==> config.mk <==
export PLATFORM = sky130hd
export DESIGN_NAME = gtr_timer
export DESIGN_NICKNAME = d
export VERILOG_FILES = /design/src/hw/gtr_pkg.sv /design/src/hw/gtr_prescaler.sv /design/src/hw/gtr_timer.sv
export SDC_FILE = /design/constraint.sdc
export NUM_CORES = 1
export LEC_CHECK = 0
export BUFFER_PORTS_ARGS = -buffer_cell sky130_fd_sc_hd__buf_4
export CAP_MARGIN = 20
export CORE_ASPECT_RATIO = 1.25
export CORE_MARGIN = 5
export CORE_UTILIZATION = 50
export DETAILED_ROUTE_END_ITERATION = 6
export MAX_ROUTING_LAYER = met4
export PLACE_DENSITY = 0.78
export SLEW_MARGIN = 20
export SYNTH_ARGS = -nofsm -noshare
export SYNTH_HDL_FRONTEND = slang
export SYNTH_HIERARCHICAL = 1
export SYNTH_SLANG_ARGS = --single-unit
==> constraint.sdc <==
create_clock -name pclk -period 3.6 [get_ports pclk]
set_input_delay 0.18 -clock pclk [delete_from_list [all_inputs] [get_ports pclk]]
set_output_delay 0.18 -clock pclk [all_outputs]
set_load 0.1 [all_outputs]
==> src/hw/gtr_pkg.sv <==
// Constants, field layouts and types shared by the general timer design.
`default_nettype none
package gtr_pkg;
  // ---------------------------------------------------------------
  // Register indices (byte address is four times the index)
  // ---------------------------------------------------------------
  localparam int unsigned GTR_ADDR_W = 12;
  localparam int unsigned GTR_IDX_W = 10;
  localparam logic [9:0] GTR_IDX_COUNT = 10'h100;
  localparam logic [9:0] GTR_IDX_PERIOD = 10'h102;
  localparam logic [9:0] GTR_IDX_CONTROL = 10'h104;
  localparam logic [9:0] GTR_IDX_IRQ_STATUS = 10'h110;
  localparam logic [9:0] GTR_IDX_IRQ_ENABLE = 10'h111;
  localparam logic [9:0] GTR_IDX_IRQ_CLEAR = 10'h112;
  localparam logic [9:0] GTR_IDX_OSC_CTRL = 10'h113;
  // ---------------------------------------------------------------
  // Field positions
  // ---------------------------------------------------------------
  localparam int unsigned GTR_BIT_TIMER_ON = 15;
  localparam int unsigned GTR_BIT_IDLE_STOP = 13;
  localparam int unsigned GTR_BIT_GATE = 6;
  localparam int unsigned GTR_BIT_PS_HI = 5;
  localparam int unsigned GTR_BIT_PS_LO = 4;
  localparam int unsigned GTR_BIT_SYNC = 2;
  localparam int unsigned GTR_BIT_SOURCE = 1;
  localparam int unsigned GTR_BIT_LP_OSC = 1;
  localparam int unsigned GTR_IRQ_W = 2;
  localparam int unsigned GTR_IRQ_TIMER = 0;
  localparam int unsigned GTR_IRQ_WAKE = 1;
  // ---------------------------------------------------------------
  // Reset values and prescaler terminal counts
  // ---------------------------------------------------------------
  localparam logic [15:0] GTR_RST_COUNT = 16'h0000;
  localparam logic [15:0] GTR_RST_PERIOD = 16'hFFFF;
  localparam logic [15:0] GTR_RST_CONTROL = 16'h0000;
  localparam logic [7:0] GTR_PS_TERM_1 = 8'h00;
  localparam logic [7:0] GTR_PS_TERM_8 = 8'h07;
  localparam logic [7:0] GTR_PS_TERM_64 = 8'h3F;
  localparam logic [7:0] GTR_PS_TERM_256 = 8'hFF;
  localparam int unsigned GTR_SYNC_PINS = 2;
  // ---------------------------------------------------------------
  // Types
  // ---------------------------------------------------------------
  typedef struct packed {
    logic timer_on;
    logic idle_stop;
    logic gate_accumulate_enable;
    logic [1:0] prescale_select;
    logic external_clock_sync;
    logic clock_source_select;
  } gtr_ctrl_t;
  typedef enum logic [2:0] {
    GTR_OFF = 3'b000,
    GTR_INTERNAL = 3'b001,
    GTR_GATED = 3'b011,
    GTR_SYNC_EXT = 3'b010,
    GTR_ASYNC_EXT = 3'b110,
    GTR_LP_OSC = 3'b111
  } gtr_mode_t;
endpackage : gtr_pkg
`default_nettype wire

==> src/hw/gtr_prescaler.sv <==
// Clock prescaler that passes one input tick out of every terminal plus one.
`default_nettype none
module gtr_prescaler
  import gtr_pkg::*;
#(
  parameter int unsigned WIDTH = 8
) (
  input wire logic pclk,
  input wire logic presetn,
  input wire logic clear,
  input wire logic tick_in,
  input wire logic [WIDTH-1:0] terminal,
  output logic tick_out
);
  logic [WIDTH-1:0] count;

  assign tick_out = tick_in && (count == terminal);

  always_ff @(posedge pclk or negedge presetn) begin
    if (!presetn) begin
      count <= '0;
    end else if (clear) begin
      count <= '0;
    end else if (tick_in) begin
      if (count == terminal) begin
        count <= '0;
      end else begin
        count <= count + 1'b1;
      end
    end
  end
endmodule : gtr_prescaler
`default_nettype wire

==> src/hw/gtr_timer.sv <==
// General purpose 16-bit timer with period match, gating, prescaler and RTC mode.
//
// Local design decision: the APB slave port.
`default_nettype none
module gtr_timer
  import gtr_pkg::*;
(
  input wire logic pclk,
  input wire logic presetn,
  input wire logic psel,
  input wire logic penable,
  input wire logic pwrite,
  input wire logic [GTR_ADDR_W-1:0] paddr,
  input wire logic [31:0] pwdata,
  output logic [31:0] prdata,
  output logic pready,
  output logic pslverr,
  input wire logic cpu_idle,
  input wire logic cpu_sleep,
  input wire logic external_clock_gate_pin,
  input wire logic lp_osc_clk,
  output logic irq,
  output logic wake_event
);
  // ---------------------------------------------------------------
  // Register state
  // ---------------------------------------------------------------
  gtr_ctrl_t ctrl;
  gtr_mode_t mode;
  logic low_power_osc_enable;
  logic [15:0] timer_count;
  logic [15:0] timer_period;

  // ---------------------------------------------------------------
  // Interrupt signals
  // ---------------------------------------------------------------
  logic [GTR_IRQ_W-1:0] irq_status;
  logic [GTR_IRQ_W-1:0] irq_enable;
  logic [GTR_IRQ_W-1:0] next_irq_status;
  logic [GTR_IRQ_W-1:0] irq_set;
  logic [GTR_IRQ_W-1:0] irq_clr;

  // ---------------------------------------------------------------
  // Pin sampling signals
  // ---------------------------------------------------------------
  logic [GTR_SYNC_PINS-1:0] pin_raw;
  logic [GTR_SYNC_PINS-1:0] pin_meta;
  logic [GTR_SYNC_PINS-1:0] pin_sync;
  logic [GTR_SYNC_PINS-1:0] pin_prev;
  logic gate_level;
  logic ext_rise;
  logic lp_rise;
  logic gate_fall;

  // ---------------------------------------------------------------
  // Bus decode signals
  // ---------------------------------------------------------------
  logic [GTR_IDX_W-1:0] idx;
  logic setup_rd;
  logic access;
  logic wr;
  logic mapped;
  logic wr_count;
  logic wr_period;
  logic wr_control;
  logic wr_irq_enable;
  logic wr_irq_clear;
  logic wr_osc;

  // ---------------------------------------------------------------
  // Counting signals
  // ---------------------------------------------------------------
  logic raw_tick;
  logic idle_hold;
  logic sleep_hold;
  logic run;
  logic ps_clear;
  logic ps_tick;
  logic ps_in;
  logic [7:0] ps_terminal;
  logic match;
  logic [31:0] next_prdata;

  // ---------------------------------------------------------------
  // Pin synchronisers
  // ---------------------------------------------------------------
  assign pin_raw = {lp_osc_clk, external_clock_gate_pin};

  for (genvar i = 0; i < GTR_SYNC_PINS; i++) begin : g_sync
    always_ff @(posedge pclk or negedge presetn) begin
      if (!presetn) begin
        pin_meta[i] <= 1'b0;
        pin_sync[i] <= 1'b0;
      end else begin
        pin_meta[i] <= pin_raw[i];
        pin_sync[i] <= pin_meta[i];
      end
    end

    always_ff @(posedge pclk or negedge presetn) begin
      if (!presetn) begin
        pin_prev[i] <= 1'b0;
      end else begin
        pin_prev[i] <= pin_sync[i];
      end
    end
  end

  assign gate_level = pin_sync[0];
  assign ext_rise = pin_sync[0] && !pin_prev[0];
  assign lp_rise = pin_sync[1] && !pin_prev[1];
  assign gate_fall = !pin_sync[0] && pin_prev[0];

  // ---------------------------------------------------------------
  // APB decode
  // ---------------------------------------------------------------
  assign idx = paddr[GTR_ADDR_W-1:2];
  assign setup_rd = psel && !penable && !pwrite;
  assign access = psel && penable;
  assign wr = access && pwrite;
  assign pready = 1'b1;

  always_comb begin
    unique case (idx)
      GTR_IDX_COUNT,
      GTR_IDX_PERIOD,
      GTR_IDX_CONTROL,
      GTR_IDX_IRQ_STATUS,
      GTR_IDX_IRQ_ENABLE,
      GTR_IDX_IRQ_CLEAR,
      GTR_IDX_OSC_CTRL: mapped = 1'b1;
      default: mapped = 1'b0;
    endcase
  end

  assign pslverr = access && !mapped;
  assign wr_count = wr && (idx == GTR_IDX_COUNT);
  assign wr_period = wr && (idx == GTR_IDX_PERIOD);
  assign wr_control = wr && (idx == GTR_IDX_CONTROL);
  assign wr_irq_enable = wr && (idx == GTR_IDX_IRQ_ENABLE);
  assign wr_irq_clear = wr && (idx == GTR_IDX_IRQ_CLEAR);
  assign wr_osc = wr && (idx == GTR_IDX_OSC_CTRL);

  // ---------------------------------------------------------------
  // Read data
  // ---------------------------------------------------------------
  always_comb begin
    next_prdata = 32'h0000_0000;
    unique case (idx)
      GTR_IDX_COUNT: next_prdata[15:0] = timer_count;
      GTR_IDX_PERIOD: next_prdata[15:0] = timer_period;
      GTR_IDX_CONTROL: begin
        next_prdata[GTR_BIT_TIMER_ON] = ctrl.timer_on;
        next_prdata[GTR_BIT_IDLE_STOP] = ctrl.idle_stop;
        next_prdata[GTR_BIT_GATE] = ctrl.gate_accumulate_enable;
        next_prdata[GTR_BIT_PS_HI:GTR_BIT_PS_LO] = ctrl.prescale_select;
        next_prdata[GTR_BIT_SYNC] = ctrl.external_clock_sync;
        next_prdata[GTR_BIT_SOURCE] = ctrl.clock_source_select;
      end
      GTR_IDX_IRQ_STATUS: next_prdata[GTR_IRQ_W-1:0] = irq_status;
      GTR_IDX_IRQ_ENABLE: next_prdata[GTR_IRQ_W-1:0] = irq_enable;
      GTR_IDX_OSC_CTRL: next_prdata[GTR_BIT_LP_OSC] = low_power_osc_enable;
      default: next_prdata = 32'h0000_0000;
    endcase
  end

  always_ff @(posedge pclk or negedge presetn) begin
    if (!presetn) begin
      prdata <= 32'h0000_0000;
    end else if (setup_rd) begin
      prdata <= next_prdata;
    end
  end

  // ---------------------------------------------------------------
  // Control registers
  // ---------------------------------------------------------------
  always_ff @(posedge pclk or negedge presetn) begin
    if (!presetn) begin
      ctrl <= '0;
    end else if (wr_control) begin
      ctrl.timer_on <= pwdata[GTR_BIT_TIMER_ON];
      ctrl.idle_stop <= pwdata[GTR_BIT_IDLE_STOP];
      ctrl.gate_accumulate_enable <= pwdata[GTR_BIT_GATE];
      ctrl.prescale_select <= pwdata[GTR_BIT_PS_HI:GTR_BIT_PS_LO];
      ctrl.external_clock_sync <= pwdata[GTR_BIT_SYNC];
      ctrl.clock_source_select <= pwdata[GTR_BIT_SOURCE];
    end
  end

  always_ff @(posedge pclk or negedge presetn) begin
    if (!presetn) begin
      low_power_osc_enable <= 1'b0;
    end else if (wr_osc) begin
      low_power_osc_enable <= pwdata[GTR_BIT_LP_OSC];
    end
  end

  always_ff @(posedge pclk or negedge presetn) begin
    if (!presetn) begin
      timer_period <= GTR_RST_PERIOD;
    end else if (wr_period) begin
      timer_period <= pwdata[15:0];
    end
  end

  // ---------------------------------------------------------------
  // Mode selection
  // ---------------------------------------------------------------
  always_comb begin
    if (!ctrl.timer_on) begin
      mode = GTR_OFF;
    end else if (low_power_osc_enable) begin
      if (ctrl.clock_source_select && !ctrl.gate_accumulate_enable) begin
        mode = GTR_LP_OSC;
      end else begin
        mode = GTR_OFF;
      end
    end else if (!ctrl.clock_source_select) begin
      mode = ctrl.gate_accumulate_enable ? GTR_GATED : GTR_INTERNAL;
    end else begin
      mode = ctrl.external_clock_sync ? GTR_SYNC_EXT : GTR_ASYNC_EXT;
    end
  end

  always_comb begin
    unique case (mode)
      GTR_OFF: raw_tick = 1'b0;
      GTR_INTERNAL: raw_tick = 1'b1;
      GTR_GATED: raw_tick = gate_level;
      GTR_SYNC_EXT: raw_tick = ext_rise;
      GTR_ASYNC_EXT: raw_tick = ext_rise;
      GTR_LP_OSC: raw_tick = lp_rise;
      default: raw_tick = 1'b0;
    endcase
  end

  // ---------------------------------------------------------------
  // Idle and sleep gating
  // ---------------------------------------------------------------
  assign idle_hold = cpu_idle && ctrl.idle_stop;
  assign sleep_hold = cpu_sleep && !(ctrl.clock_source_select && !ctrl.external_clock_sync);
  assign run = !idle_hold && !sleep_hold;

  // ---------------------------------------------------------------
  // Prescaler
  // ---------------------------------------------------------------
  always_comb begin
    unique case (ctrl.prescale_select)
      2'h0: ps_terminal = GTR_PS_TERM_1;
      2'h1: ps_terminal = GTR_PS_TERM_8;
      2'h2: ps_terminal = GTR_PS_TERM_64;
      2'h3: ps_terminal = GTR_PS_TERM_256;
    endcase
  end

  assign ps_clear = ctrl.timer_on && (wr_count || wr_control);

  assign ps_in = raw_tick && run;

  gtr_prescaler #(
    .WIDTH(8)
  ) gtr_prescaler_i (
    .pclk(pclk),
    .presetn(presetn),
    .clear(ps_clear),
    .tick_in(ps_in),
    .terminal(ps_terminal),
    .tick_out(ps_tick)
  );

  // ---------------------------------------------------------------
  // Counter
  // ---------------------------------------------------------------
  assign match = ps_tick && (timer_count == timer_period);

  always_ff @(posedge pclk or negedge presetn) begin
    if (!presetn) begin
      timer_count <= GTR_RST_COUNT;
    end else if (wr_count) begin
      timer_count <= pwdata[15:0];
    end else if (match) begin
      timer_count <= 16'h0000;
    end else if (ps_tick) begin
      timer_count <= timer_count + 16'h0001;
    end
  end

  // ---------------------------------------------------------------
  // Interrupts and wake-up
  // ---------------------------------------------------------------
  always_comb begin
    irq_set = '0;
    irq_set[GTR_IRQ_TIMER] = match || (mode == GTR_GATED && gate_fall);
    irq_set[GTR_IRQ_WAKE] = match && (mode == GTR_LP_OSC);
    irq_clr = wr_irq_clear ? pwdata[GTR_IRQ_W-1:0] : '0;
    next_irq_status = (irq_status & ~irq_clr) | irq_set;
  end

  always_ff @(posedge pclk or negedge presetn) begin
    if (!presetn) begin
      irq_status <= '0;
    end else begin
      irq_status <= next_irq_status;
    end
  end

  always_ff @(posedge pclk or negedge presetn) begin
    if (!presetn) begin
      irq_enable <= '0;
    end else if (wr_irq_enable) begin
      irq_enable <= pwdata[GTR_IRQ_W-1:0];
    end
  end

  always_ff @(posedge pclk or negedge presetn) begin
    if (!presetn) begin
      wake_event <= 1'b0;
    end else begin
      wake_event <= irq_set[GTR_IRQ_WAKE];
    end
  end

  // ---------------------------------------------------------------
  // Interrupt output
  // ---------------------------------------------------------------
  assign irq = |(irq_status & irq_enable);
endmodule : gtr_timer
`default_nettype wire

# == Word level (Yosys, flattened, before mapping) ==
# Index checks and enable logic that the tools add are counted.
# word_totals
register_bits,75
latchBits,0
ramBits,0
rom_bits,0
inputBits,53
out_inout_bits,36
wordCells,112
mem_count,0
# op_classes
n_addsub,2
multipliers,0
div_mod_pow,0
magnitude_cmp,0
eq_ne,17
n_shift,0
mux,25
bitwise,4
n_reduce_logical,44
# ops
operator,n
10-bit by 9-bit equality test with 1-bit output (second input constant),7
16-bit two-way mux,3
8-bit one-hot mux with 4 select lines,1
1-bit logical AND,25
8-bit two-way mux,3
16-bit by 1-bit adder with 16-bit output (second input constant),1
16-bit equality test,1
3-bit two-way mux,5
6-bit one-hot mux with 2 select lines,1
1-bit logical NOT,11
1-bit one-hot mux with 3 select lines,3
3-bit one-hot mux with 3 select lines,1
8-bit by 1-bit adder with 8-bit output (second input constant),1
8-bit equality test,1
1-bit one-hot mux with 4 select lines,2
7-bit OR reduction,1
3-bit by 2-bit equality test with 1-bit output (second input constant),2
3-bit equality test (second input constant),2
1-bit one-hot mux with 6 select lines,1
2-bit AND,2
2-bit equality test (second input constant),2
2-bit two-way mux,2
1-bit one-hot mux with 2 select lines,2
2-bit OR reduction,2
other kinds (9),10

# == Longest topological paths before layout ==
# logic_depth
word_depth,13
depth_mapped,12
mapped_depth_nobuf,12

# == Hierarchy ==
# The synthesis kept the hierarchy.
# modules_own_cells
module,instances,cells_per_inst,area_per_inst_um2,seq_area_each_um2
gtr_timer,1,352,3662.3,1696.6
gtr_prescaler,1,55,538.0,200.2

# == Worst setup path before layout ==
# Ideal clock, no wire load.
# synth_path
path_kind,reg-to-reg
startpoint,reg ctrl[0] (netlist bit)
endpoint,reg timer_count[3]
setup_time_ns,0.143
arrival_time_ns,2.624
required_ns,3.457
slack_ns,0.833
path_stages_with_launch,11
path_buffers,1
period_less_slack_ns,2.767
cell_sequence,dfrtp_1 -> inv_1 -> nor2_1 -> nand3b_1 -> a211oi_1 -> inv_1 -> nor3_1 -> inv_1 -> nor4_1 -> clkbuf_1 -> o31ai_1
# synth_via
elab_chain_len,12
elab_cells_between_ends,23
classes_between,eq/ne (5); mux (7); reduce/logical (11)
# synth_lines
item,line,text
"start, declared",gtr_timer.sv:28,gtr_ctrl_t ctrl;
1-bit logical AND,gtr_timer.sv:214,if (ctrl.clock_source_select && !ctrl.gate_accumulate_enable) begin
3-bit two-way mux,gtr_timer.sv:214,
3-bit two-way mux,gtr_timer.sv:213,end else if (low_power_osc_enable) begin
3-bit two-way mux,gtr_timer.sv:211,if (!ctrl.timer_on) begin
3-bit equality test or 3-bit by 2-bit equality test with 1-bit output (tied branches),gtr_timer.sv:227,unique case (mode)
2-bit OR reduction (no source line),--,
1-bit one-hot mux with 4 select lines,gtr_timer.sv:227,
1-bit logical AND (*),gtr_timer.sv:259,assign ps_in = raw_tick && run;
named net ps_in,gtr_timer.sv:79,logic ps_in;
1-bit logical AND (*),gtr_prescaler.sv:17,assign tick_out = tick_in && (count == terminal);
named net ps_tick,gtr_timer.sv:78,logic ps_tick;
1-bit logical AND,gtr_timer.sv:275,assign match = ps_tick && (timer_count == timer_period);
16-bit two-way mux,gtr_timer.sv:282,end else if (match) begin
16-bit two-way mux,gtr_timer.sv:280,end else if (wr_count) begin
"end signal, assigned",gtr_timer.sv:281,timer_count <= pwdata[15:0];
"end signal, assigned",gtr_timer.sv:285,timer_count <= timer_count + 16'h0001;
"end, declared",gtr_timer.sv:31,logic [15:0] timer_count;
# The timed path passes the listed nets; every way through them passes the cells marked *.
# A chain may end at the register's enable or synchronous reset.

# == Final worst setup path ==
# layout_path
startpoint,reg ctrl[0] (netlist bit)
endpoint,reg timer_count[13]
# The elaborated chain is that of the path after synthesis.

==> impl_metrics.csv <==
group,metric,value,unit
final_layout,layout-area-overhead-vs-synth,16.77,%
setup_path,critical_path.cell_chain,"inv_1 > o21ai_0 > nand3_1 > a211oi_1 > buf_4 > inv_1 > nor3_1 > buf_4 > inv_1 > nor4_2 > buf_4 > o2bb2ai_1 > mux2_2",
placement,gpl.final_weighted_congestion,0.9056,
setup_path,timing.critical_path.max_delay_family,"buffers and inverters",
die,dieWidth,91.98,um
clock_tree,cts_resized,0,
die,die_h,112.5,um
die,core-area,8240,um^2
final_layout,layout.cells.most_common_list,"66 x sky130_fd_sc_hd__buf_4, 59 x sky130_fd_sc_hd__dfrtp_1, 41 x sky130_fd_sc_hd__nand2_1, 40 x sky130_fd_sc_hd__nor2_1, 21 x sky130_fd_sc_hd__xor2_1",
timing,totalNegativeSetupSlack,0,ns
final_layout,mostFrequentLayoutCell,"sky130_fd_sc_hd__buf_4",
placement,dpl_worst_slack,0.6643,ns
power,power.internal,1.451,mW
grt,grt_pass1_wl,16100,um
power,irDropWorstVdd,0.2658,mV
setup_path,required,3.86,ns
synthesis,synth_area_per_cell,10.32,um^2
grt,global_route_layer_with_the_greatest_usage,"met2",
synthesis,synth-simple-area-share,0.1853,
final_layout,layout.core_utilization,0.5952,
power,power.density,457.0,nW/um^2
clock_tree,clock_tree.buffer_depth,2,
timing,period_share,0.8341,
die,initial_cell_density_of_the_core,0.5097,
final_layout,antennaDiodeCount,0,
power,power_leakage,2.166,nW
detailed_routing,number_of_design_rule_violations_left_after_detail_routing,0,
clock_tree,clock_tree.htree_level_count,3,
synthesis,synth_fa_ha_area_frac,0.005958,
synthesis,yosysWarningCount,6,
power,power.combinational.fraction,0.234,
clock_tree,tritoncts_clock_tree,"yes",
timing,final_period_minus_worst_setup_slack,3.003,ns
clock_tree,numCtsBuffers,9,
setup_path,worstPathBufferInverterCount,6,
final_layout,finish.cell_count_without_fillers,568,
timing,relSlewSlack,0.3912,
detailed_routing,antenna_violating_nets_post_route,0,
synthesis,synth_xor_xnor_area_share,0.08490,
grt,grt_max_degree,76,
synthesis,area_fraction_in_compound_gates_after_synthesis,0.1221,
clock_tree,clock_tree.root_cell,"sky130_fd_sc_hd__clkbuf_8",
clock_tree,worst_setup_hold_path_clk_slew,0.08,ns
final_layout,final_net_count,521,
synthesis,post_synthesis_cell_area,4200,um^2
setup_path,critical_path_endpoint_category,"register",
timing,hold_ws,0.03005,ns
final_layout,post_route_cells_drive_above_1_share,0.2930,
synthesis,ys_seq_area_frac,0.4516,
timing,timing.fmax,333.0,MHz
grt,gr_util_all_layers,0.2017,
setup_path,worst-path-max-fanout,12,
setup_path,critPathKind,"reg2reg",
setup_path,crit_path_top_delay_cell,"sky130_fd_sc_hd__dfrtp_1",
detailed_routing,routed-via-count,3233,
synthesis,syn-instance-count,407,
detailed_routing,drt_iter0_drc,230,
placement,dp.final_hpwl,7044,um
grt,antenna_violations_before_repair,0,
timing,timing_worst_slew_pin_value,0.9131,ns
final_layout,fillers,689,
die,full_die_area,10350,um^2
synthesis,synth_top_family_by_area,"simple AND/OR/NAND/NOR gates",
placement,place.port_buffers,53,
timing,hold_viol,0,
timing,worst_clock_skew_on_the_final_layout,0.01119,ns
synthesis,synth.mux.area_fraction,0.08490,
timing,number_of_failing_setup_endpoints_in_the_final_timing_report,0,
power,p_seq_frac,0.442,
power,power.net_switching,790.4,uW
status,status,"completed",
clock_tree,worst_skew_pair.late_latency,0.36,ns
job,drv_cap,0,
placement,dp_cells,549,
setup_path,critPathArrivalTime,3.26,ns
grt,grt_util_met3,0.03887,
synthesis,yosysUniqueCellTypes,60,
power,clock_power_share,0.324,
die,io-pin-count,89,
grt,grt_overflow,0,
grt,grt_pass1_vias,3211,
setup_path,max_stage_delay,0.40,ns
timing,postLayoutSetupSlackWorst,0.5973,ns
detailed_routing,drt-vias-per-instance,5.692,
min_path,type_of_the_worst_min_delay_path,"in2reg",
timing,rsz_0062_raised_after_global_routing,"no",
power,power.share.switching,0.3527,
detailed_routing,drt_wl_total,9697,um
setup_path,crit_path_start_kind,"register",
die,num_rows,37,
grt,grt_use_met2,0.3270,
detailed_routing,wire_per_inst,17.07,um
synthesis,synth_register_bits,75,
timing,slew_viol_final,0,
detailed_routing,detailedRoute.firstPassIterationCount,6,
clock_tree,clock_sinks,75,
grt,grt_util_met1,0.2553,
registers in the layout, summed over array words and instances (netlist names):
| signal | cells |
|---|---|
| ctrl | 7 |
| gate_level | 1 |
| gtr_prescaler_i/count | 8 |
| irq_enable | 2 |
| irq_status | 2 |
| low_power_osc_enable | 1 |
| pin_meta | 2 |
| pin_prev | 2 |
| pin_sync | 1 |
| prdata | 16 |
| timer_count | 16 |
| timer_period | 16 |
| wake_event | 1 |
cells by family after synthesis:
kind of cell | count (synthesis)
adders and majority gates | 2
buffers and inverters | 46
muxes | 29
xor gates and xnor gates | 39
other | 2
DFF | 75
AOI/OAI and AO/OA | 69
and+or+nand+nor | 145
path summary, 6_finish.rpt:
| kind | depth (start not counted) | slack [ns] | startpoint | end |
|---|---|---|---|---|
| max in group asynchronous | 2 | 2.52 | presetn | prdata[13]$_DFFE_PN0P_ |
| setup / recovery | 13 | 0.60 | ctrl[0]$_DFFE_PN0P_ | timer_count[13]$_DFFE_PN0P_ |
| setup reg to reg | 13 | 0.60 | ctrl[0]$_DFFE_PN0P_ | timer_count[13]$_DFFE_PN0P_ |
| hold / removal | 3 | 0.03 | pwdata[12] | timer_count[12]$_DFFE_PN0P_ |
| min in group asynchronous | 2 | 0.49 | presetn | timer_count[12]$_DFFE_PN0P_ |
| hold reg to reg | 0 | 0.36 | pin_meta[1]$_DFF_PN0_ | pin_sync[1]$_DFF_PN0_ |
final cells by class:
| cell class | instances | area, um^2 | area share |
|---|---|---|---|
| Timing Repair Buffer | 69 | 525.5 | 0.1071 |
| Clock inverter | 7 | 100.1 | 0.02041 |
| Clock buffer | 9 | 123.9 | 0.02526 |
| Tap cell | 97 | 121.4 | 0.02474 |
| Multi-Input combinational cell | 301 | 2100 | 0.4281 |
| Inverter | 10 | 37.54 | 0.007653 |
| Sequential cell | 75 | 1897 | 0.3867 |
power by group through the flow:
| stage | logic, mW | clock network (mW) | registers (mW) |
|---|---|---|---|
| final | 0.525 | 0.727 | 0.990 |
| after global routing | 0.566 | 0.778 | 0.998 |
| after CTS | 0.526 | 0.740 | 0.986 |
| after detailed placement | 0.519 | 0 | 1.00 |
| after global placement | 0.512 | 0 | 0.997 |
| after floorplan | 0.314 | 0 | 1.08 |
Yosys cell counts, drive strengths merged:
cell type  number  area share
a211o           2      0.0042
a211oi          1      0.0018
a21o            2      0.0036
a21oi           6      0.0071
a221oi          8       0.017
a222oi          8       0.019
a22o            1      0.0021
a31oi           2      0.0030
and2            3      0.0045
and3            4      0.0060
and4            2      0.0042
and4b           1      0.0024
buf            22       0.042
clkbuf         14       0.013
conb            2      0.0018
dfrtp          59        0.35
dfstp          16        0.10
ha              2      0.0060
inv            10      0.0089
mux2           26       0.078
mux2i           3      0.0071
nand2          41       0.037
nand2b          3      0.0045
nand3           8      0.0095
nand3b          1      0.0018
nand4          12       0.021
nor2           40       0.036
nor2b           4      0.0060
nor3            6      0.0095
nor3b           3      0.0080
nor4           11       0.020
nor4b           2      0.0077
o2111ai         2      0.0042
o211ai          3      0.0054
o21a            1      0.0018
o21ai          18       0.022
o21bai          1      0.0018
o2bb2ai         1      0.0021
o311a           1      0.0024
o31ai          12       0.025
or2             1      0.0015
or3b            1      0.0021
or4             2      0.0045
xnor2          18       0.041
xor2           21       0.044
routing by layer:
| metal | routed length, um | vias to the layer above |
|---|---|---|
| li1 | - | 1543 |
| met1 | 4174 | 1584 |
| met2 | 4912 | 93 |
| met3 | 458 | 13 |
| met4 | 152 | 0 |
| met5 | 0 | - |
worst reg2reg max path: stages, from the launching register on:
cell	delay [ns]
sky130_fd_sc_hd__dfrtp_1	0.40
sky130_fd_sc_hd__inv_1	0.09
sky130_fd_sc_hd__o21ai_0	0.16
sky130_fd_sc_hd__nand3_1	0.12
sky130_fd_sc_hd__a211oi_1	0.30
sky130_fd_sc_hd__buf_4	0.20
sky130_fd_sc_hd__inv_1	0.08
sky130_fd_sc_hd__nor3_1	0.24
sky130_fd_sc_hd__buf_4	0.24
sky130_fd_sc_hd__inv_1	0.17
sky130_fd_sc_hd__nor4_2	0.35
sky130_fd_sc_hd__buf_4	0.21
sky130_fd_sc_hd__o2bb2ai_1	0.08
sky130_fd_sc_hd__mux2_2	0.26
timing repair:
| item | in CTS | in global routing |
|---|---|---|
| setup buffers | 0 | 0 |
| endpoints found under the hold margin | 49 | 0 |
| hold buffers | 3 | 0 |
through the flow:
| stage | power, mW | cell area [um^2] |
|---|---|---|
| floorplan | 1.394 | 4257 |
| global placement | 1.508 | 4651 |
| finish | 2.241 | 4905 |
| global route | 2.342 | 4905 |
| detailed placement | 1.519 | 4651 |
| CTS | 2.252 | 4905 |
Power figures use the tool's default switching activity.
